**src/hw/adsp_map.svh**
```systemverilog
/*
  Constants of the converter serial port: widths, codes, timing counts.
  Assumes the core clock that times the ready lead also runs sys_clk.
*/
`ifndef ADSP_MAP_SVH
`define ADSP_MAP_SVH
`define ADSP_WORD_W    24
`define ADSP_BYTE_W    8
`define ADSP_RAW_W     28
`define ADSP_BITCNT_W  3
`define ADSP_CODE_MAX  24'h7FFFFF
`define ADSP_CODE_MIN  24'h800000
`define ADSP_CMD_NOP   8'h00
`define ADSP_SYS_NS    8
`define ADSP_TCLK_NS   8
`define ADSP_LEAD_TCLK 24
`define ADSP_LEAD_CYC  ((`ADSP_LEAD_TCLK*`ADSP_TCLK_NS+`ADSP_SYS_NS-1)/`ADSP_SYS_NS)
`define ADSP_LEAD_W    5
`define ADSP_TMO_TCLK  32768
`define ADSP_TMO_CYC   ((`ADSP_TMO_TCLK*`ADSP_TCLK_NS)/`ADSP_SYS_NS)
`define ADSP_TMO_W     16
`endif

```
**src/hw/adsp_pkg.sv**
```systemverilog
/*
  Types of the converter serial port: ready states and state records.
  Assumes adsp_map.svh is on the include path.
*/
`include "adsp_map.svh"
package adsp_pkg;

  typedef enum logic [0:0] {RDY_WAIT, RDY_LEAD} adsp_rdy_t;

  typedef struct packed {
    logic                     cs_s1;
    logic                     cs_s2;
    logic                     sclk_s1;
    logic                     sclk_s2;
    logic                     sclk_q;
    logic                     din_s1;
    logic                     din_s2;
    adsp_rdy_t                rdy_st;
    logic [`ADSP_LEAD_W-1:0]  lead_cnt;
    logic [`ADSP_WORD_W-1:0]  pend;
    logic [`ADSP_TMO_W-1:0]   tmo_cnt;
    logic                     ready_n;
    logic                     pin;
    logic                     pin_oe_n;
    logic [`ADSP_BYTE_W-1:0]  rx_byte;
    logic                     rx_valid;
    logic                     srst;
  } adsp_top_t;

  typedef struct packed {
    logic [`ADSP_BYTE_W-1:0]   rx_sh;
    logic [`ADSP_BITCNT_W-1:0] bit_cnt;
    logic [`ADSP_WORD_W-1:0]   tx_sh;
    logic                      started;
    logic                      byte_valid;
    logic [`ADSP_BYTE_W-1:0]   byte_data;
  } adsp_shf_t;

endpackage : adsp_pkg

```
**src/hw/adsp_if.sv**
```systemverilog
/*
  Carrier between the port control and the bit shifter.
  Assumes both ends run on sys_clk.
*/
`timescale 1ns/100ps
`include "adsp_map.svh"
interface adsp_if;
  logic                      clr;
  logic                      rise;
  logic                      fall;
  logic                      din_bit;
  logic                      load;
  logic [`ADSP_WORD_W-1:0]   load_data;
  logic                      byte_valid;
  logic [`ADSP_BYTE_W-1:0]   byte_data;
  logic                      out_bit;
  logic                      started;
  logic [`ADSP_BITCNT_W-1:0] bit_cnt;

  modport ctl (output clr, rise, fall, din_bit, load, load_data,
               input byte_valid, byte_data, out_bit, started, bit_cnt);
  modport shf (input clr, rise, fall, din_bit, load, load_data,
               output byte_valid, byte_data, out_bit, started, bit_cnt);
endinterface : adsp_if

```
**src/hw/adsp_port.sv**
```systemverilog
/*
  Serial port of a 24-bit converter: chip select gating, ready signalling,
  result saturation and load, idle timeout, command byte delivery.
  Assumes pins are asynchronous to sys_clk and sclk is well below sys_clk/4;
  conv_valid, conv_raw, cmd_busy, tx_* and timeout_en come from sys_clk logic.
*/
`timescale 1ns/100ps
`include "adsp_map.svh"

module adsp_port #(
  parameter int TMO_CYC = `ADSP_TMO_CYC
) (
  // Clock and reset
  input  wire logic                    sys_clk,
  input  wire logic                    rst_b,
  // Serial pins
  input  wire logic                    cs_n,
  input  wire logic                    sclk,
  input  wire logic                    din,
  output logic                         shared_out_ready_pin,
  output logic                         shared_out_ready_oe_n,
  output logic                         result_ready_n,
  // Converter side
  input  wire logic                    conv_valid,
  input  wire logic [`ADSP_RAW_W-1:0]  conv_raw,
  input  wire logic                    continuous_mode,
  // Command side
  input  wire logic                    timeout_en,
  input  wire logic                    cmd_busy,
  input  wire logic [`ADSP_BYTE_W-1:0] tx_byte,
  input  wire logic                    tx_load,
  output logic [`ADSP_BYTE_W-1:0]      rx_byte,
  output logic                         rx_valid,
  output logic                         serial_reset
);
  import adsp_pkg::*;

  localparam logic [`ADSP_LEAD_W-1:0] LEAD_LAST = `ADSP_LEAD_W'(`ADSP_LEAD_CYC - 1);
  localparam logic [`ADSP_TMO_W-1:0]  TMO_LAST  = `ADSP_TMO_W'(TMO_CYC - 1);

  adsp_top_t                s;
  adsp_top_t                next_s;
  logic                     sel;
  logic                     rise;
  logic                     fall;
  logic                     expire;
  logic                     load;
  logic [`ADSP_WORD_W-1:0]  load_data;

  adsp_if sif ();

  adsp_shift u_shift (
    .sys_clk (sys_clk),
    .rst_b   (rst_b),
    .sif     (sif)
  );

  // ----------------------------------------------------------------
  // Saturation to the output code range
  // ----------------------------------------------------------------
  function automatic logic [`ADSP_WORD_W-1:0] sat(input logic [`ADSP_RAW_W-1:0] raw);
    logic [3:0] top;
    top = raw[`ADSP_RAW_W-2:`ADSP_WORD_W-1];
    if (!raw[`ADSP_RAW_W-1] && top != 4'h0) begin
      sat = `ADSP_CODE_MAX;
    end else if (raw[`ADSP_RAW_W-1] && top != 4'hF) begin
      sat = `ADSP_CODE_MIN;
    end else begin
      sat = raw[`ADSP_WORD_W-1:0];
    end
  endfunction : sat

  // ----------------------------------------------------------------
  // Next state
  // ----------------------------------------------------------------
  always_comb begin
    next_s = s;
    next_s.cs_s1   = cs_n;
    next_s.cs_s2   = s.cs_s1;
    next_s.sclk_s1 = sclk;
    next_s.sclk_s2 = s.sclk_s1;
    next_s.sclk_q  = s.sclk_s2;
    next_s.din_s1  = din;
    next_s.din_s2  = s.din_s1;

    sel  = !s.cs_s2;
    rise = sel && s.sclk_s2 && !s.sclk_q;
    fall = sel && !s.sclk_s2 && s.sclk_q;

    expire = 1'b0;
    if (!timeout_en || !sel || sif.byte_valid) begin
      next_s.tmo_cnt = '0;
    end else if (s.tmo_cnt == TMO_LAST) begin
      next_s.tmo_cnt = '0;
      expire = 1'b1;
    end else begin
      next_s.tmo_cnt = s.tmo_cnt + 16'h1;
    end
    next_s.srst = expire;

    // zero byte dropped outside a command
    next_s.rx_valid = sif.byte_valid && (cmd_busy || sif.byte_data != `ADSP_CMD_NOP);
    if (sif.byte_valid) begin
      next_s.rx_byte = sif.byte_data;
    end

    load      = 1'b0;
    load_data = {tx_byte, 16'h0};
    if (tx_load) begin
      load = 1'b1;
    end

    unique case (s.rdy_st)
      RDY_WAIT: begin
        if (rise && continuous_mode && !s.ready_n) begin
          next_s.ready_n = 1'b1;
        end
      end
      RDY_LEAD: begin
        if (s.lead_cnt == LEAD_LAST) begin
          next_s.ready_n = 1'b0;
          next_s.rdy_st  = RDY_WAIT;
          if (!cmd_busy && !tx_load) begin
            load      = 1'b1;
            load_data = s.pend;
          end
        end else begin
          next_s.lead_cnt = s.lead_cnt + 5'h1;
        end
      end
    endcase

    if (conv_valid) begin
      next_s.pend     = sat(conv_raw);
      next_s.ready_n  = 1'b1;
      next_s.lead_cnt = '0;
      next_s.rdy_st   = RDY_LEAD;
    end

    next_s.pin_oe_n = !sel;
    // shared pin mirrors ready until shifting
    // with chip select tied low, pin keeps the output bit after a read until the next load or timeout
    next_s.pin = (sif.started && !load) ? sif.out_bit : next_s.ready_n;
  end

  // ----------------------------------------------------------------
  // State register
  // ----------------------------------------------------------------
  always_ff @(posedge sys_clk or negedge rst_b) begin
    if (!rst_b) begin
      s          <= '0;
      s.cs_s1    <= 1'b1;
      s.cs_s2    <= 1'b1;
      s.ready_n  <= 1'b1;
      s.pin      <= 1'b1;
      s.pin_oe_n <= 1'b1;
    end else begin
      s <= next_s;
    end
  end

  // ----------------------------------------------------------------
  // Shifter and outputs
  // ----------------------------------------------------------------
  // deselect or timeout clears the shifter
  assign sif.clr       = s.cs_s2 || s.srst;
  assign sif.rise      = rise;
  assign sif.fall      = fall;
  assign sif.din_bit   = s.din_s2;
  assign sif.load      = load;
  assign sif.load_data = load_data;

  // ready pin independent of chip select
  assign result_ready_n        = s.ready_n;
  assign shared_out_ready_pin  = s.pin;
  assign shared_out_ready_oe_n = s.pin_oe_n;
  assign rx_byte               = s.rx_byte;
  assign rx_valid              = s.rx_valid;
  assign serial_reset          = s.srst;
endmodule : adsp_port

```
**src/hw/adsp_shift.sv**
```systemverilog
/*
  Bit shifter: collects input bytes on falling edges, shifts the output word
  on rising edges. Assumes edges arrive as one-cycle sys_clk strobes.
*/
`timescale 1ns/100ps
module adsp_shift (
  // Clock and reset
  input  wire logic sys_clk,
  input  wire logic rst_b,
  // Control side
  adsp_if.shf       sif
);
  import adsp_pkg::*;

  adsp_shf_t s;
  adsp_shf_t next_s;

  // ----------------------------------------------------------------
  // Shift logic
  // ----------------------------------------------------------------
  always_comb begin
    next_s = s;
    next_s.byte_valid = 1'b0;
    if (sif.clr) begin
      next_s = '0;
    end else begin
      if (sif.load) begin
        next_s.tx_sh   = sif.load_data;
        next_s.started = 1'b0;
      end
      if (sif.fall) begin
        next_s.rx_sh   = {s.rx_sh[`ADSP_BYTE_W-2:0], sif.din_bit};
        next_s.bit_cnt = s.bit_cnt + 3'h1;
        if (s.bit_cnt == 3'h7) begin
          next_s.byte_valid = 1'b1;
          next_s.byte_data  = {s.rx_sh[`ADSP_BYTE_W-2:0], sif.din_bit};
        end
      end
      if (sif.rise && !sif.load) begin
        if (!s.started) begin
          next_s.started = 1'b1;
        end else begin
          next_s.tx_sh = {s.tx_sh[`ADSP_WORD_W-2:0], 1'b0};
        end
      end
    end
  end

  always_ff @(posedge sys_clk or negedge rst_b) begin
    if (!rst_b) begin
      s <= '0;
    end else begin
      s <= next_s;
    end
  end

  assign sif.byte_valid = s.byte_valid;
  assign sif.byte_data  = s.byte_data;
  assign sif.out_bit    = s.tx_sh[`ADSP_WORD_W-1];
  assign sif.started    = s.started;
  assign sif.bit_cnt    = s.bit_cnt;
endmodule : adsp_shift

```
**config.mk**
```make
export PLATFORM = sky130hd
export DESIGN_NAME = adsp_port
export DESIGN_NICKNAME = d
export VERILOG_FILES = /design/src/hw/adsp_pkg.sv /design/src/hw/adsp_if.sv /design/src/hw/adsp_port.sv /design/src/hw/adsp_shift.sv
export VERILOG_INCLUDE_DIRS = /design/src /design/src/hw
export SDC_FILE = /design/constraint.sdc
export NUM_CORES = 1
export LEC_CHECK = 0
export BUFFER_PORTS_ARGS = -buffer_cell sky130_fd_sc_hd__buf_2
export CAP_MARGIN = 15
export CORE_ASPECT_RATIO = 1.25
export CORE_MARGIN = 4
export CORE_UTILIZATION = 50
export DETAILED_ROUTE_END_ITERATION = 8
export GPL_TIMING_DRIVEN = 0
export PLACE_DENSITY = 0.7
export SETUP_SLACK_MARGIN = 0.15
export SLEW_MARGIN = 20
export SYNTH_ARGS = -nofsm -noshare
export SYNTH_HDL_FRONTEND = slang
export SYNTH_HIERARCHICAL = 1
export SYNTH_SLANG_ARGS = --single-unit
```
**constraint.sdc**
```tcl
create_clock -name sys_clk -period 2.9 [get_ports sys_clk]
set_clock_uncertainty 0.1 [all_clocks]
set_input_delay 0.725 -clock sys_clk [delete_from_list [all_inputs] [get_ports sys_clk]]
set_output_delay 0.725 -clock sys_clk [all_outputs]
set_load 0.005 [all_outputs]
```
==> reports/results.txt <==
Post-CTS Setup Inserts = 0
clock buffer depth = 2
Peak VDD IR = 334 uV
Final Core Density = 58.7%
sw frac = 24.3%
first-pass iteration count of the detailed router = 4
Pint = 2.43 mW
max-slew violation count = 0
WL/cell = 15.1 um
routability congestion estimate = 0.813
gr ovfl total = 0
die extent in y = 125 um
worst r2r src = s[53]
routed via count = 3,810
Clock transition at path regs = 0.07 ns
CTS tree = yes
via/cell ratio = 5.29
ant diodes = 0
vias in the first global route = 3,957
clock latency on the worst-skew pair = 0.35 ns
initial antenna violation count = 0
outcome = completed
Tmin final = 2.52 ns
Least-Margin Pin Slew = 0.708 ns
Slew headroom = 52.8%
worst hold path class = in2async
die footprint = 12,600 um2
Worst Setup End Kind = flip-flop
Final Hold Viols = 0
Reg-to-Reg End = u_shift/s[31]
PwrDens = 515 nW/um2
Ports = 59
Warnings, synthesis = 6
largest net degree at the start of global routing = 66
initial core utilization = 51.2%
FF+latch area = 2760 um2
mapped cell area = 5440 um2
first-pass GRT wire length = 18,700 um
Routed Antenna Nets = 0
Resize count post-CTS = 0
maximum fanout along the worst path = 10
multi-input logic area = 2130 um2
DRT iter0 DRCs = 128
syn nets = 564
# Max-Cap Violations = 0
Clock Tree Root = clkbuf_16
Synth-to-Final Area Change = 14.7%
worst r2r path cells = 9
Post-CTS Hold Fix Bufs = 0
period utilisation layout = 87.0%
Arr. time, crit path = 2.66 ns
R2R setup slack = 0.38 ns
termination of the worst setup path = u_shift/s[31]
clock sink count = 110
Core Region = 10,600 um2
Synth Instances = 514
Static Leak = 2.74 nW
Switching Power = 0.782 mW
GRT Total Usage = 18.2%
Fmax = 396 MHz
Final #Nets = 633
row count = 42
Worst setup SP type = flip-flop
Avg Cell Area, Syn = 10.6 um2
Port Buffer Count = 57
layout cells sized above 1 = 31.0%
final setup TNS = 0 ns
Clock Power Share = 39.8%
dpl hpwl = 7820 um
critical path startpoint = s[53]
routed wire length = 10,900 um
RSZ-0062 raised after global routing = false
H-Tree Depth = 3
Total Power = 3.21 mW
Comb pwr share = 9.2%
number of buffers created by CTS = 9
final setup vio count = 0
chip width = 101 um
Critical Path RT = 3.03 ns
CP Class = reg2reg
FILL cells = 894
DRC viols = 0
Sequential Power Share = 51.0%
-- flip-flops by register name, indices dropped and copies added (netlist names) --
register                count
next_s                      5
result_ready_n              1
rx_byte                     8
rx_valid                    1
s                          47
serial_reset                1
shared_out_ready_oe_n       1
shared_out_ready_pin        1
sif.din_bit                 1
u_shift/s                  30
u_shift/sif.bit_cnt         3
u_shift/sif.byte_data       8
u_shift/sif.byte_valid      1
u_shift/sif.out_bit         1
u_shift/sif.started         1
-- power groups by stage --
stage	Sequential [mW]	Clock [mW]	Combinational, mW
2_1_floorplan	1.66	0	0.184
3_3_place_gp	1.66	0	0.283
3_5_place_dp	1.67	0	0.298
4_1_cts	1.64	1.31	0.298
5_1_grt	1.64	1.38	0.332
6_report	1.64	1.28	0.294
-- metrics by stage --
stage                     instances  area (um2)  worst slack, ns  hold WS, ns
after floorplan                 514        5440            0.557        0.231
after global placement          703        5890           -0.246        0.235
after detailed placement        704        5920            0.247        0.236
after CTS                       720        6230            0.354        0.204
after global routing            720        6230            0.236        0.218
final                           720        6230            0.376        0.189
-- layout make-up --
type | instances | area share (%)
Clock inverter | 6 | 1.18
Tap cell | 132 | 2.65
Inverter | 52 | 3.13
Clock buffer | 10 | 3.83
Multi-Input combinational cell | 301 | 34.2
Sequential cell | 110 | 44.3
Timing Repair Buffer | 58 | 5.12
Buffer | 51 | 5.62
-- routing by layer --
layer  track usage, %  vias to the layer above  part of all wire [%]
met5                0                        -                     0
met4             4.93                        0                   1.3
met3             4.31                       11                   4.0
met2             29.8                       65                    50
met1             23.9                     1832                    45
li1                 -                     1902                     -
-- placed cells by master, fill, tap and decap left out, types with 2 or more instances in the layout --
| cell type | n |
|---|---|
| clkbuf_8 | 3 |
| nand2_1 | 18 |
| mux2_2 | 18 |
| buf_4 | 17 |
| nor2_1 | 59 |
| nand3b_1 | 2 |
| nor3_1 | 49 |
| a2111oi_1 | 2 |
| a21oi_1 | 12 |
| dfstp_2 | 5 |
| buf_1 | 2 |
| nand3_1 | 16 |
| xor2_1 | 4 |
| buf_2 | 68 |
| clkinv_4 | 2 |
| nor3b_1 | 2 |
| clkbuf_16 | 9 |
| buf_12 | 2 |
| nor3_2 | 20 |
| clkbuf_1 | 12 |
| nand2b_1 | 2 |
| buf_6 | 3 |
| o22ai_1 | 23 |
| inv_6 | 3 |
| nor4_1 | 7 |
| dfrtp_1 | 105 |
| ha_1 | 4 |
| xnor2_1 | 14 |
| a2111oi_2 | 21 |
| inv_1 | 52 |
| and3_1 | 2 |
| nand4_1 | 4 |
| mux2i_1 | 9 |
-- critical path, stage by stage (launching register included) --
cell,delay (ns)
dfrtp_1,0.39
ha_1,0.26
nand3_1,0.11
or4_1,0.41
buf_2,0.22
nand2b_1,0.11
buf_6,0.13
buf_2,0.25
nor3_1,0.12
a2111oi_2,0.30
-- how the worst min path moves through the flow --
stage	depth (start not counted)	from	slack (ns)	endpoint
finish	1	rst_b	0.19	s[39]
global route	1	rst_b	0.22	s[39]
CTS	1	rst_b	0.20	s[39]
detailed placement	0	next_s[59]	0.24	sif.din_bit
global placement	0	next_s[62]	0.23	next_s[61]
floorplan	0	next_s[62]	0.23	next_s[61]
Power figures use the tool's default switching activity.
